==> src/opdec_pkg.sv <==
/*
  Shared constants and types for the opcode fetch and operand decode block.
  Assumes a byte-wide program memory that answers a fetch in the same cycle.
*/
package opdec_pkg;
  localparam int unsigned BYTE_W = 8;
  localparam int unsigned PC_W = 16;
  localparam int unsigned PAGE_BITS = 11;
  localparam logic [7:0] SFR_BASE = 8'h80;
  localparam logic [7:0] BIT_RAM_BASE = 8'h20;
  localparam logic [7:0] BIT_SFR_MASK = 8'h07;
  localparam logic [PC_W-1:0] PC_RESET = 16'h0000;
  localparam logic [PC_W-1:0] PC_ONE = 16'h0001;

  typedef enum logic [3:0] {
    opk_none, opk_reg, opk_direct, opk_indirect, opk_imm8, opk_imm16,
    opk_full_branch_target, opk_in_page_branch_target, opk_rel, opk_bit
  } operand_kind_t;

  typedef enum logic [1:0] {
    tgt_ram, tgt_upper_ram, tgt_sfr
  } data_target_t;
endpackage

==> src/cpu_opcode_operand_decode.sv <==
/*
  Instruction fetch and operand-addressing decode for a one-clock-per-cycle
  8-bit core. Assumes program memory returns pm_data in the same cycle as
  pm_addr and that the core supplies the two indirect pointer registers.
*/
// Overview of operation
// RULE1: first byte fetched is an 8-bit opcode that selects the action.
// RULE2: opcode alone tells whether one or two operand bytes follow.
// RULE3: one byte fetched per clock, decode overlapped with fetch.
// RULE4: direct address below 80h is RAM, 80h upward is a function register.
// RULE5: indirect address comes from pointer zero or one by opcode low bit.
// RULE6: immediates come from instruction bytes, 8 or 16 bits.
// RULE7: long call and jump carry a full 16-bit target.
// RULE8: absolute call and jump replace low 11 bits of next address.
// RULE9: relative offset is signed 8-bit added to next instruction address.
// RULE10: bit operand selects one bit in bit-addressable RAM or registers.
// RULE11: indirect access above 7fh reaches upper RAM, never registers.
`timescale 1ns/1ps
module cpu_opcode_operand_decode
  import opdec_pkg::*;
(
  // clock and reset
  input wire logic clk,
  input wire logic reset,
  input wire logic clk_en,
  // program memory
  output logic [PC_W-1:0] pm_addr,
  input wire logic [7:0] pm_data,
  // core side
  input wire logic [2:0] reg_bank,
  input wire logic [7:0] ptr0,
  input wire logic [7:0] ptr1,
  // decode results
  output logic instr_valid,
  output logic [7:0] opcode_out,
  output operand_kind_t kind_out,
  output logic [1:0] length_out,
  output logic [7:0] data_addr,
  output data_target_t data_target,
  output logic [2:0] bit_index,
  output logic [15:0] imm_value,
  output logic [PC_W-1:0] branch_target,
  output logic [PC_W-1:0] next_pc
);
  typedef enum logic [1:0] {st_opcode, st_byte2, st_byte3} fetch_state_t;

  typedef struct packed {
    fetch_state_t st;
    logic [PC_W-1:0] pc;
    logic [7:0] op;
    logic [1:0] len;
    operand_kind_t kind;
    logic [7:0] b2;
    logic valid;
    logic [7:0] opc_o;
    operand_kind_t kind_o;
    logic [1:0] len_o;
    logic [7:0] daddr_o;
    data_target_t tgt_o;
    logic [2:0] bit_o;
    logic [15:0] imm_o;
    logic [PC_W-1:0] br_o;
    logic [PC_W-1:0] npc_o;
  } state_t;

  state_t state_r;
  state_t state_nxt;
  logic [1:0] lut_len;
  operand_kind_t lut_kind;

  // ------------------------------------------------------------
  // length lookup
  // ------------------------------------------------------------
  opcode_length u_len (
    .opcode(pm_data),
    .length(lut_len),
    .kind(lut_kind)
  );

  // direct address region split
  function automatic data_target_t direct_region(input logic [7:0] a);
    return (a < SFR_BASE) ? tgt_ram : tgt_sfr; // RULE4
  endfunction

  // bit address to byte address
  function automatic logic [7:0] bit_byte(input logic [7:0] b);
    return b[7] ? {b[7:3], 3'h0} : BIT_RAM_BASE + {4'h0, b[6:3]}; // RULE10
  endfunction

  // ------------------------------------------------------------
  // next state
  // ------------------------------------------------------------
  always_comb begin
    logic [PC_W-1:0] pc_inc;
    logic [7:0] op;
    logic [7:0] ind;
    logic finish;
    logic [7:0] first_opnd;
    state_nxt = state_r;
    pc_inc = state_r.pc + PC_ONE; // RULE3
    op = (state_r.st == st_opcode) ? pm_data : state_r.op;
    ind = op[0] ? ptr1 : ptr0; // RULE5
    // a two-byte form ends before b2 is registered, so take it off the bus
    first_opnd = (state_r.st == st_byte2) ? pm_data : state_r.b2;
    finish = 1'b0;
    state_nxt.valid = 1'b0;
    state_nxt.pc = pc_inc;
    case (state_r.st)
      st_opcode: begin
        state_nxt.op = pm_data; // RULE1
        state_nxt.len = lut_len;
        state_nxt.kind = lut_kind;
        if (lut_len == 2'd1) begin // RULE2
          finish = 1'b1;
        end else begin
          state_nxt.st = st_byte2;
        end
      end
      st_byte2: begin
        state_nxt.b2 = pm_data;
        if (state_r.len == 2'd3) begin
          state_nxt.st = st_byte3;
        end else begin
          finish = 1'b1;
        end
      end
      st_byte3: begin
        finish = 1'b1;
      end
      default: begin
        state_nxt.st = st_opcode;
      end
    endcase
    if (finish) begin
      state_nxt.st = st_opcode;
      state_nxt.valid = 1'b1;
      state_nxt.opc_o = op;
      state_nxt.kind_o = (state_r.st == st_opcode) ? lut_kind : state_r.kind;
      state_nxt.len_o = (state_r.st == st_opcode) ? lut_len : state_r.len;
      state_nxt.npc_o = pc_inc;
      state_nxt.daddr_o = 8'h00;
      state_nxt.tgt_o = tgt_ram;
      state_nxt.bit_o = 3'h0;
      state_nxt.imm_o = 16'h0000;
      state_nxt.br_o = pc_inc;
      case (state_nxt.kind_o)
        opk_reg: begin
          state_nxt.daddr_o = {3'h0, reg_bank[1:0], op[2:0]};
        end
        opk_indirect: begin
          state_nxt.daddr_o = ind;
          state_nxt.tgt_o = (ind < SFR_BASE) ? tgt_ram : tgt_upper_ram; // RULE11
        end
        opk_direct: begin
          state_nxt.daddr_o = first_opnd;
          state_nxt.tgt_o = direct_region(first_opnd); // RULE4
          state_nxt.imm_o = {8'h00, pm_data};
        end
        opk_imm8: begin
          // imm8 forms: second byte is the constant; three-byte compare-and-branch also takes last byte as offset
          state_nxt.imm_o = {8'h00, first_opnd}; // RULE6
          state_nxt.br_o = pc_inc + {{8{pm_data[7]}}, pm_data};
        end
        opk_imm16: begin
          state_nxt.imm_o = {state_r.b2, pm_data}; // RULE6
        end
        opk_full_branch_target: begin
          state_nxt.br_o = {state_r.b2, pm_data}; // RULE7
        end
        opk_in_page_branch_target: begin
          state_nxt.br_o = {pc_inc[PC_W-1:PAGE_BITS], op[7:5], pm_data}; // RULE8
        end
        opk_rel: begin
          state_nxt.br_o = pc_inc + {{8{pm_data[7]}}, pm_data}; // RULE9
        end
        opk_bit: begin
          state_nxt.daddr_o = bit_byte(first_opnd);
          state_nxt.tgt_o = first_opnd[7] ? tgt_sfr : tgt_ram; // RULE10
          state_nxt.bit_o = first_opnd[2:0];
          state_nxt.br_o = pc_inc + {{8{pm_data[7]}}, pm_data};
        end
        default: begin
        end
      endcase
    end
  end

  always_ff @(posedge clk or posedge reset) begin
    if (reset) begin
      state_r <= '{st: st_opcode, pc: PC_RESET, kind: opk_none, kind_o: opk_none,
                   tgt_o: tgt_ram, default: '0};
    end else if (clk_en) begin
      state_r <= state_nxt;
    end
  end

  assign pm_addr = state_r.pc;
  assign instr_valid = state_r.valid;
  assign opcode_out = state_r.opc_o;
  assign kind_out = state_r.kind_o;
  assign length_out = state_r.len_o;
  assign data_addr = state_r.daddr_o;
  assign data_target = state_r.tgt_o;
  assign bit_index = state_r.bit_o;
  assign imm_value = state_r.imm_o;
  assign branch_target = state_r.br_o;
  assign next_pc = state_r.npc_o;

  // ------------------------------------------------------------
  // checks
  // ------------------------------------------------------------
  AST_PC_STEP: assert property (@(posedge clk) disable iff (reset) // RULE3
    clk_en |=> pm_addr == $past(pm_addr) + PC_ONE) else $error("pc did not advance");
  AST_LEN_SPACING: assert property (@(posedge clk) disable iff (reset) // RULE2
    instr_valid && (kind_out == opk_reg || kind_out == opk_indirect) |-> length_out == 2'd1)
    else $error("bad length");
  AST_DIRECT_SPLIT: assert property (@(posedge clk) disable iff (reset) // RULE4
    instr_valid && kind_out == opk_direct |-> (data_target == tgt_sfr) == data_addr[7])
    else $error("direct region wrong");
  AST_INDIRECT_NO_SFR: assert property (@(posedge clk) disable iff (reset) // RULE11
    instr_valid && kind_out == opk_indirect |-> data_target != tgt_sfr)
    else $error("indirect reached register");
  AST_INDIRECT_UPPER: assert property (@(posedge clk) disable iff (reset) // RULE11
    instr_valid && kind_out == opk_indirect |-> (data_target == tgt_upper_ram) == data_addr[7])
    else $error("indirect target wrong");
  AST_PAGE_KEEP: assert property (@(posedge clk) disable iff (reset) // RULE8
    instr_valid && kind_out == opk_in_page_branch_target |->
    branch_target[PC_W-1:PAGE_BITS] == next_pc[PC_W-1:PAGE_BITS])
    else $error("absolute branch left page");
  AST_LEN_MATCH: assert property (@(posedge clk) disable iff (reset) // RULE1
    instr_valid && kind_out == opk_none |-> length_out == 2'd1)
    else $error("no-operand opcode not one byte");
  AST_FULL_LEN: assert property (@(posedge clk) disable iff (reset) // RULE7
    instr_valid && kind_out == opk_full_branch_target |-> length_out == 2'd3)
    else $error("long branch not three bytes");
  AST_REL_RANGE: assert property (@(posedge clk) disable iff (reset) // RULE9
    instr_valid && kind_out == opk_rel |->
    (branch_target - next_pc) < 16'h0080 || (branch_target - next_pc) >= 16'hff80)
    else $error("relative target out of range");
  AST_IMM16_LEN: assert property (@(posedge clk) disable iff (reset) // RULE6
    instr_valid && kind_out == opk_imm16 |-> length_out == 2'd3)
    else $error("long immediate length wrong");
  AST_BIT_SFR: assert property (@(posedge clk) disable iff (reset) // RULE10
    instr_valid && kind_out == opk_bit && data_target == tgt_sfr |->
    (data_addr & BIT_SFR_MASK) == 8'h00) else $error("bit register not aligned");

  COV_LONG: cover property (@(posedge clk) instr_valid && kind_out == opk_full_branch_target);
  COV_ABS: cover property (@(posedge clk) instr_valid && kind_out == opk_in_page_branch_target);
  COV_IND_UP: cover property (@(posedge clk) instr_valid && data_target == tgt_upper_ram);
  COV_BIT: cover property (@(posedge clk) instr_valid && kind_out == opk_bit);
endmodule

==> src/opcode_length.sv <==
/*
  Combinational length and operand-kind lookup for one opcode byte.
  Assumes the caller samples the answer in the cycle the opcode is valid.
*/
`timescale 1ns/1ps
module opcode_length
  import opdec_pkg::*;
(
  // opcode in
  input wire logic [7:0] opcode,
  // decode out
  output logic [1:0] length,
  output operand_kind_t kind
);
  always_comb begin
    length = 2'd1;
    kind = opk_none;
    if (opcode[4:0] == 5'h01 || opcode[4:0] == 5'h11) begin
      length = 2'd2;
      kind = opk_in_page_branch_target;
    end else if (opcode == 8'h02 || opcode == 8'h12) begin
      length = 2'd3;
      kind = opk_full_branch_target;
    end else if (opcode == 8'h90) begin
      length = 2'd3;
      kind = opk_imm16;
    end else if (opcode == 8'h80 || opcode == 8'h40 || opcode == 8'h50 ||
                 opcode == 8'h60 || opcode == 8'h70) begin
      length = 2'd2;
      kind = opk_rel;
    end else if (opcode == 8'h10 || opcode == 8'h20 || opcode == 8'h30) begin
      length = 2'd3;
      kind = opk_bit;
    end else if (opcode[7:4] == 4'hb && opcode[3:2] != 2'b00) begin
      length = 2'd3;
      kind = opk_imm8;
    end else if (opcode[7:4] == 4'hd && opcode[3]) begin
      length = 2'd2;
      kind = opk_rel;
    end else if (opcode == 8'h72 || opcode == 8'h82 || opcode == 8'h92 ||
                 opcode == 8'ha0 || opcode == 8'ha2 || opcode == 8'hb0 ||
                 opcode == 8'hb2 || opcode == 8'hc2 || opcode == 8'hd2) begin
      length = 2'd2;
      kind = opk_bit;
    end else if (opcode == 8'h43 || opcode == 8'h53 || opcode == 8'h63 ||
                 opcode == 8'h75 || opcode == 8'h85 || opcode == 8'hd5) begin
      length = 2'd3;
      kind = opk_direct;
    end else if (opcode[3:0] == 4'h4 && (opcode[7:4] inside {4'h2, 4'h3, 4'h4, 4'h5,
                 4'h6, 4'h7, 4'h9})) begin
      length = 2'd2;
      kind = opk_imm8;
    end else if (opcode[7:4] == 4'h7 && (opcode[3] || opcode[3:1] == 3'b011)) begin
      // pointer-looking 76h/77h still carry a constant byte
      length = 2'd2;
      kind = opk_imm8;
    end else if (opcode[3:0] == 4'h5 || opcode == 8'h42 || opcode == 8'h52 ||
                 opcode == 8'h62 || opcode == 8'hc0 || opcode == 8'hd0 ||
                 opcode[7:4] == 4'h8 && (opcode[3] || opcode[3:1] == 3'b011) ||
                 opcode[7:4] == 4'ha && (opcode[3] || opcode[3:1] == 3'b011)) begin
      length = 2'd2;
      kind = opk_direct;
    end else if (opcode[3:1] == 3'b011) begin
      kind = opk_indirect;
    end else if (opcode[3]) begin
      kind = opk_reg;
    end
  end
endmodule

==> config.mk <==
export PLATFORM = sky130hd
export DESIGN_NAME = cpu_opcode_operand_decode
export DESIGN_NICKNAME = d
export VERILOG_FILES = /design/src/opdec_pkg.sv /design/src/cpu_opcode_operand_decode.sv /design/src/opcode_length.sv
export SDC_FILE = /design/constraint.sdc
export NUM_CORES = 1
export LEC_CHECK = 0
export ABC_AREA = 1
export BUFFER_PORTS_ARGS = -buffer_cell sky130_fd_sc_hd__buf_2
export CORE_MARGIN = 10
export CORE_UTILIZATION = 50
export CTS_CLUSTER_DIAMETER = 60
export DETAILED_ROUTE_END_ITERATION = 7
export GPL_TIMING_DRIVEN = 0
export PLACE_DENSITY = 0.75
export SYNTH_ARGS = -nofsm -noshare
export SYNTH_HDL_FRONTEND = slang
export SYNTH_SLANG_ARGS = --single-unit
==> constraint.sdc <==
create_clock -name clk -period 8.35 [get_ports clk]
set_clock_uncertainty 0.05 [all_clocks]
set_input_delay 0.4175 -clock clk [delete_from_list [all_inputs] [get_ports clk]]
set_output_delay 0.4175 -clock clk [all_outputs]
set_load 0.03 [all_outputs]
# After elaboration in Yosys (flattened, before gate mapping)
# Cells that the tools add are included.
[totals] register_bits=116 in_bits=30 out_inout_bits=92 word_cells=174
[classes] addsub=3 magnitude_cmp=2 eq_ne=63 n_mux=48 n_reduce_logical=42
[ops] op="$eq 8x8->1 const B" n=14
[ops] op="$eq 8x7->1 const B" n=12
[ops] op="$pmux 16 s3" n=2
[ops] op="$mux 76" n=1
[ops] op="$mux 4" n=14
[ops] op="$eq 4x3->1 const B" n=10
[ops] op="$mux 2" n=18
[ops] op="$mux 8" n=4
[ops] op="$pmux 8 s4" n=1
[ops] op="$logic_or 1x1->1" n=29
[ops] op="$eq 4x4->1 const B" n=7
[ops] op="$add 16x1->16 const B" n=1
[ops] op="$add 16x16->16" n=1
[ops] op="$eq 4x2->1 const B" n=4
[ops] op="$eq 8x5->1 const B" n=2
[ops] op="$eq 8x6->1 const B" n=2
[ops] op="$lt 8x8->1 const B" n=2
[ops] op="$pmux 2 s3" n=2
[ops] op="$eq 8x2->1 const B" n=1
[ops] op="$add 6x4->7 const A" n=1
[ops] op="$reduce_bool 7->1" n=1
[ops] op="$logic_and 1x1->1" n=6
[ops] op="$eq 5x1->1 const B" n=1
[ops] op="$eq 5x5->1 const B" n=1
[ops] op="15 further kinds" n=21

# Longest topological paths before layout
# Gate-level depths: netlist of the first run.
[depth] ltp_word=25 depth_mapped=23 mapped_depth_nobuf=23

# Cells and area by module
# From an unflattened synthesis of the first run, not the netlist that was laid out.
[unflattened] cells_unflattened=1086 hier_area_um2=7636.1
[by_module_without_submodules] module="cpu_opcode_operand_decode" n_inst=1 cells_per_inst=988 area_each_um2=7178.1 seq_area_each_um2=2902.8
[by_module_without_submodules] module="opcode_length" n_inst=1 cells_per_inst=98 area_each_um2=457.9 seq_area_each_um2=0.0

# Worst setup path before layout of the first run
# Ideal clock, no wire load.
[synth_path] path_kind="register to register" startpoint="register state_r (netlist bit pm_addr[0])" endpoint="register state_r (netlist bit branch_target[15])" setup_ns=0.117 arrival_ns=3.015 t_required_ns=8.183 path_slack_ns=5.168 stages_incl_launch_ff=22 path_buffers=0 period_less_slack_ns=3.182 path_cell_list="dfrtp_1 ha_1 nand3_1 nor3_1 nand3_1 nor3_1 nand2_1 nor2_1 xnor2_1 inv_1 ha_1 nand2_1 inv_1 a221oi_1 o211ai_1 nand2_1 nand2_1 xor2_1 nand2_1 nand2_1 nor2_1 nor2_1"
[synth_rtl] item="start: declaration" line="cpu_opcode_operand_decode.sv:66" source="state_t state_r;"
[synth_rtl] item="start signal: assignment" line="cpu_opcode_operand_decode.sv:190" source="state_r <= '{st: st_opcode, pc: PC_RESET, kind: opk_none, kind_o: opk_none,"
[synth_rtl] item="start signal: assignment" line="cpu_opcode_operand_decode.sv:193" source="state_r <= state_nxt;"

==> results of run 1 <==
[worst register-to-register path, stage by stage, from the launching register on]
cell and delay [ns]:
dfrtp_1 0.50, ha_1 0.24, nand3_1 0.12, nor3_1 0.32, nand3_1 0.18, nor3_1 0.23
nand2_1 0.10, nor2_1 0.16, xnor2_1 0.22, inv_1 0.10, ha_1 0.33, nand2_1 0.10
inv_1 0.04, a221oi_1 0.26, o211ai_1 0.18, nand2_1 0.09, nand2_1 0.06, xor2_1 0.14
nand2_1 0.07, nand2_1 0.05, nor2_1 0.08, nor2_1 0.05
[layout by cell type (no fill, tap or decap), drive strengths merged, types with 2 or more instances in the layout]
cell type,instances
xnor2,4
buf,236
clkbuf,30
a21o,2
a21oi,16
nor3,7
dfrtp,116
o21ai,117
nand2,359
clkinv,7
bufinv,6
clkinvlp,2
ha,16
a31oi,5
nand3,47
or2,4
nor2,83
nand4,31
xor2,20
a21boi,2
inv,85
[layout make-up]
cell class	count	area, um^2
Fill cell	1383	5910
Inverter	85	327
Tap cell	188	235
Multi-Input combinational cell	722	3520
Sequential cell	116	2900
Antenna cell	1	2.50
Buffer	128	873
Clock buffer	17	425
Clock inverter	15	253
Timing Repair Buffer	122	638
[power groups by stage]
stage	Combinational (mW)	Clock [mW]	Sequential, mW
after floorplan	1.24	0	0.867
after global placement	1.59	0	0.908
after detailed placement	1.62	0	0.914
after CTS	1.63	0.855	0.907
after global routing	1.79	0.883	0.933
final	1.64	0.849	0.908
[per-stage QoR]
stage                     total power [mW]  setup WS (ns)  utilization (%)
after floorplan                       2.11           4.81                -
after global placement                2.50           3.45             56.0
after detailed placement              2.53           4.63             56.2
after CTS                             3.39           4.61             60.8
after global routing                  3.61           4.11             60.8
final                                 3.39           4.57             60.8
[metal layers]
layer,GRT usage (%),vias to the layer above,part of all wire [%]
li1,-,3582,-
met1,28.2,3455,42
met2,36.6,291,48
met3,5.71,38,7.9
met4,7.04,0,2.0
met5,0,-,0
[cells by family (layout without fill, tap and decap cells)]
| family | count (synthesis) | count (layout) | synth area share [%] |
|---|---|---|---|
| and+or+nand+nor | 532 | 532 | 29.8 |
| DFF | 116 | 116 | 38.1 |
| other | 0 | 1 | 0 |
| adders and majority gates | 17 | 17 | 2.89 |
| xor gates and xnor gates | 24 | 24 | 2.76 |
| AOI/OAI and AO/OA | 149 | 149 | 10.8 |
| buffers and inverters | 213 | 367 | 15.7 |
[path summary, 6_finish.rpt]
path	start	end	slack, ns
max	pm_addr[0]	branch_target[15]	4.57
min	reg_bank[1]	data_addr[4]	0.33
max reg2reg	pm_addr[0]	branch_target[15]	4.57
min reg2reg	opcode_out[1]	opcode_out[1]	0.43
max in group asynchronous	reset	pm_addr[4]	7.05
min in group asynchronous	reset	imm_value[4]	0.48
[registers in the layout, summed over array words and instances, names as in the netlist]
| name | flops |
|---|---|
| state_r | 24 |
| branch_target | 16 |
| imm_value | 16 |
| next_pc | 16 |
| pm_addr | 16 |
| data_addr | 8 |
| opcode_out | 8 |
| kind_out | 4 |
| bit_index | 3 |
| data_target | 2 |
| length_out | 2 |
| instr_valid | 1 |
==> impl_metrics.env, run 1 <==
export IMPL_synth_cell_type_count=45
export IMPL_num_vias=7366
export IMPL_coreArea_um2=15100
export IMPL_power_leakage_nw=4.98
export IMPL_cts_sinks=116
export IMPL_critPathCaptureType="register"
export IMPL_cp_top_family="simple AND/OR/NAND/NOR gates"
export IMPL_holdWs_ns=0.328
export IMPL_p_sw_share_pct=43.8
export IMPL_htreeDepth=4
export IMPL_first_pass_iters=5
export IMPL_cts_setup_buffers=0
export IMPL_arrival_ns=4.04
export IMPL_ys_async_sr_fraction_pct=100
export IMPL_p_comb_share_pct=48.2
export IMPL_synth_edff_count=0
export IMPL_setup_tns_final_ns=0
export IMPL_irDropWorstVdd_v=0.000182
export IMPL_grt_max_degree=81
export IMPL_totalWireLength_um=22800
export IMPL_drive_gt1_share_pct=26.1
export IMPL_r2r_cells=21
export IMPL_dpl_cell_area_um2=8490
export IMPL_slowest_stage="dfrtp_1"
export IMPL_setup_viol=0
export IMPL_hp_class="in -> reg"
export IMPL_critPathMaxStageDelay_ns=0.50
export IMPL_p_seq_share_pct=26.8
export IMPL_wl_per_cell_um=16.4
export IMPL_hold_viol=0
export IMPL_drv_cap=0
export IMPL_path_buf_inv=2
export IMPL_syn_num_nets=1098
export IMPL_cp_num_cells=21
export IMPL_p_clk_share_pct=25.0
export IMPL_min_period_ns=3.78
export IMPL_synth_area_um2=7620
export IMPL_cp_common_cell="nand2_1"
export IMPL_die_h_um=143
export IMPL_initial_core_util_pct=50.5
export IMPL_port_buffers=120
export IMPL_dp_cells=1360
export IMPL_crit_type="reg -> reg"
export IMPL_syn2layout_area_growth_pct=20.5
export IMPL_drc=0
export IMPL_tightestPinTransition_ns=0.791
export IMPL_synth_yosys_seq_area_share_pct=38.1
export IMPL_hold_buffers=1
export IMPL_ys_top_cells_by_count="nand2_1, dfrtp_1, buf_4, o21ai_0, nor2_1"
export IMPL_fin_nets=1239
export IMPL_gp_congestion=0.933
export IMPL_die_area_um2=20600
export IMPL_slew_headroom_pct=47.3
export IMPL_tritoncts="done"
export IMPL_rsz0062_at_grt="false"
export IMPL_critPathRequiredTime_ns=8.62
export IMPL_worstPathMaxFanout=7
export IMPL_final_cells=1394
export IMPL_clk_pin_slew_ns=0.06
export IMPL_final_cell_area_um2=9180
export IMPL_synth_top_area_share_pct=38.1
export IMPL_synth_ff_type="dfrtp_1"
export IMPL_outcome="finished clean"
export IMPL_io_pins=122
export IMPL_synth_area_top_cells="dfrtp_1, nand2_1, buf_4"
export IMPL_p_per_area_nw_per_um2=370
export IMPL_yosysTopAreaCell="dfrtp_1"
export IMPL_grt_pass1_wl_um=36300
export IMPL_startpoint_type="register"
export IMPL_rows=45
export IMPL_synth_most_common_cell="nand2_1"
export IMPL_vias_per_cell=5.28
export IMPL_globalRouteTotalUtil_pct=22.3
export IMPL_ant_nets=0
export IMPL_syn_instance_count=1051
export IMPL_intPower_mw=1.91
export IMPL_first_iter_violations=705
export IMPL_clk_latency_ns=0.42
export IMPL_switchingPower_mw=1.49
export IMPL_grt_pass1_vias=7061
export IMPL_path_cells="ha_1 -> nand3_1 -> nor3_1 -> nand3_1 -> nor3_1 -> nand2_1 -> nor2_1 -> xnor2_1 -> inv_1 -> ha_1 -> nand2_1 -> inv_1 -> a221oi_1 -> o211ai_1 -> nand2_1 -> nand2_1 -> xor2_1 -> nand2_1 -> nand2_1 -> nor2_1 -> nor2_1"
export IMPL_fin_crit_sh_pct=45.3
export IMPL_fp_dieW_um=143
export IMPL_syn_avg_cell_area_um2=7.25
export IMPL_grt_overflow=0
export IMPL_fmax_mhz=265
export IMPL_root_buffer="clkbuf_16"
export IMPL_finalMaxSlewViolations=0
export IMPL_antenna_found_initial=1
export IMPL_ys_ff_latch=116
export IMPL_cts_buffers=17
export IMPL_whs_path_depth=5
export IMPL_cts_resized_gates=0
export IMPL_clockBufferDepth=2
export IMPL_place_hpwl_um=16900
export IMPL_yosys_warnings=0
Note: power is estimated with default switching activity, not from simulation.
==> run 2: changes to the inputs <==
==> constraint.sdc (replaced) <==
create_clock -name clk -period 3.5 [get_ports clk]
set_clock_uncertainty 0.05 [all_clocks]
set_input_delay 0.175 -clock clk [delete_from_list [all_inputs] [get_ports clk]]
set_output_delay 0.175 -clock clk [all_outputs]
set_load 0.03 [all_outputs]
==> run 2 against run 1 <==
  * Worst hold slack worse by 0.25 ns
  * Worst setup slack worse by 4.4 ns
  * Via count is 0.23% higher
  * Critical path depth is 1 lower
  * Register-to-register slack worse by 4.4 ns
  * Non-clock buffer count is 4 higher
  * Sequential share of layout area is 0.52 points lower
  * Combinational power is 140% higher
  * Final cell count is 0.29% higher
  * Fmax is 15% higher
  * Critical endpoint is now branch_target[13]
  * Highest routed layer unchanged
==> impl_metrics.env, run 2 (synthesis results as in run 1) <==
export IMPL_outcome="finished clean"
export IMPL_place_hpwl_um=16900
export IMPL_htreeDepth=4
export IMPL_globalRouteTotalUtil_pct=22.3
export IMPL_final_cell_area_um2=9340
export IMPL_tightestPinTransition_ns=0.767
export IMPL_num_vias=7383
export IMPL_r2r_cells=20
export IMPL_die_h_um=143
export IMPL_dpl_cell_area_um2=8490
export IMPL_p_sw_share_pct=43.9
export IMPL_vias_per_cell=5.28
export IMPL_gp_congestion=0.933
export IMPL_tritoncts="done"
export IMPL_antenna_found_initial=1
export IMPL_fin_nets=1243
export IMPL_setup_viol=0
export IMPL_irDropWorstVdd_v=0.000434
export IMPL_fp_dieW_um=143
export IMPL_layout_commonest_cell="nand2_1"
export IMPL_slowest_stage="dfrtp_2"
export IMPL_finalMaxSlewViolations=0
export IMPL_p_per_area_nw_per_um2=875
export IMPL_min_period_ns=3.29
export IMPL_grt_max_degree=81
export IMPL_largest_reg_flops=24
export IMPL_path_cells="ha_4 -> nand3_2 -> nor3_4 -> nand3_2 -> nor3_2 -> nand2_2 -> nor2_4 -> xnor2_4 -> inv_2 -> ha_4 -> nand2_2 -> inv_1 -> a221oi_1 -> o211ai_1 -> buf_4 -> xor2_1 -> nand2_1 -> nand2_1 -> nor2_1 -> nor2_1"
export IMPL_ant_nets=0
export IMPL_critPathCaptureType="register"
export IMPL_p_seq_share_pct=26.7
export IMPL_intPower_mw=4.59
export IMPL_rr_startpoint="pm_addr[0]"
export IMPL_first_pass_iters=5
export IMPL_final_cell_mix="nand2_1, buf_2, dfrtp_1"
export IMPL_die_area_um2=20600
export IMPL_syn2layout_area_growth_pct=22.7
export IMPL_io_pins=122
export IMPL_drc=0
export IMPL_fmax_mhz=304
export IMPL_coreArea_um2=15100
export IMPL_cts_sinks=116
export IMPL_totalWireLength_um=23000
export IMPL_grt_overflow=0
export IMPL_worstPathMaxFanout=6
export IMPL_seqCellArea_um2=2910
export IMPL_whs_path_depth=5
export IMPL_clk_pin_slew_ns=0.06
export IMPL_power_leakage_nw=5.01
export IMPL_clockBufferDepth=2
export IMPL_rows=45
export IMPL_final_cells=1398
export IMPL_drv_cap=0
export IMPL_hold_viol=0
export IMPL_fin_crit_sh_pct=94.0
export IMPL_root_buffer="clkbuf_16"
export IMPL_path_buf_inv=3
export IMPL_setup_tns_final_ns=0
export IMPL_initial_core_util_pct=50.5
export IMPL_regToRegSetupSlack_ns=0.21
export IMPL_multi_input_area_um2=3650
export IMPL_r2r_end="branch_target[13]"
export IMPL_slew_headroom_pct=48.9
export IMPL_p_comb_share_pct=48.5
export IMPL_p_clk_share_pct=24.8
export IMPL_fill_cells=1360
export IMPL_switchingPower_mw=3.59
export IMPL_wl_per_cell_um=16.4
export IMPL_first_iter_violations=705
export IMPL_grt_pass1_vias=7064
export IMPL_port_buffers=120
export IMPL_arrival_ns=3.55
export IMPL_cp_top_family="simple AND/OR/NAND/NOR gates"
export IMPL_hold_end="data_addr[4]"
export IMPL_hp_class="in -> reg"
export IMPL_critPathRequiredTime_ns=3.76
export IMPL_startpoint_type="register"
export IMPL_dp_cells=1360
export IMPL_cts_buffers=17
export IMPL_largest_register="state_r"
export IMPL_fin_util_pct=61.9
export IMPL_hold_start="reg_bank[1]"
export IMPL_critPathMaxStageDelay_ns=0.45
export IMPL_drive_gt1_share_pct=28.3
export IMPL_grt_pass1_wl_um=36300
export IMPL_crit_type="reg -> reg"
export IMPL_clk_latency_ns=0.43
-- run 2: final cells by class --
cell class	count	share of cell area (%)
Timing Repair Buffer	126	7.15
Multi-Input combinational cell	722	39.1
Clock inverter	15	2.71
Inverter	85	3.50
Buffer	128	9.35
Antenna cell	1	0.0268
Clock buffer	17	4.55
Tap cell	188	2.52
Sequential cell	116	31.1
-- run 2: worst min-delay path, cell delays in order --
cell	delay, ns
buf_2	0.08
nand4_1	0.08
nand4_1	0.09
nand2_1	0.05
nand2_1	0.05
-- run 2: layer usage --
metal	track usage [%]	vias to the layer above	routed length, um
met5	0	-	0
met4	7.04	0	469
met3	5.71	43	1860
met2	36.6	291	11200
met1	28.2	3457	9490
li1	-	3592	-
-- run 2: power groups by stage --
stage                     logic, mW  clock network (mW)  registers, mW
after floorplan                2.97                   0           2.07
after global placement         3.79                   0           2.17
after detailed placement       3.86                   0           2.18
after CTS                      3.90                2.04           2.16
after global routing           4.34                2.11           2.24
final                          3.97                2.03           2.18
-- run 2: how the worst max path moves through the flow --
stage / startpoint / slack, ns / cells past startpoint / to
2_1_floorplan: reset / 0.20 / 1 / bit_index[0]
3_3_place_gp: reset / -1.15 / 2 / next_pc[3]
3_5_place_dp: pm_addr[0] / -0.22 / 21 / branch_target[15]
4_1_cts: pm_addr[0] / 0.03 / 21 / branch_target[15]
5_1_grt: pm_addr[0] / -0.04 / 21 / branch_target[15]
6_report: pm_addr[0] / 0.21 / 20 / branch_target[13]
-- run 2: what timing repair did --
action / 4_1_cts / 5_1_grt
endpoints found under the hold margin: 36 / 0
pin swaps: 0 / 6
setup endpoints to repair: 2 / 3
gates resized for setup: 4 / 24
setup buffers: 0 / 4
hold buffers: 1 / 0
-- run 2: through the flow --
stage               hold slack, ns  worst slack, ns  total power, mW
floorplan                    0.283            0.203             5.04
global placement             0.411            -1.15             5.96
detailed placement           0.148           -0.216             6.03
CTS                         0.0677           0.0313             8.10
global route                0.0979          -0.0390             8.69
finish                      0.0751            0.208             8.18
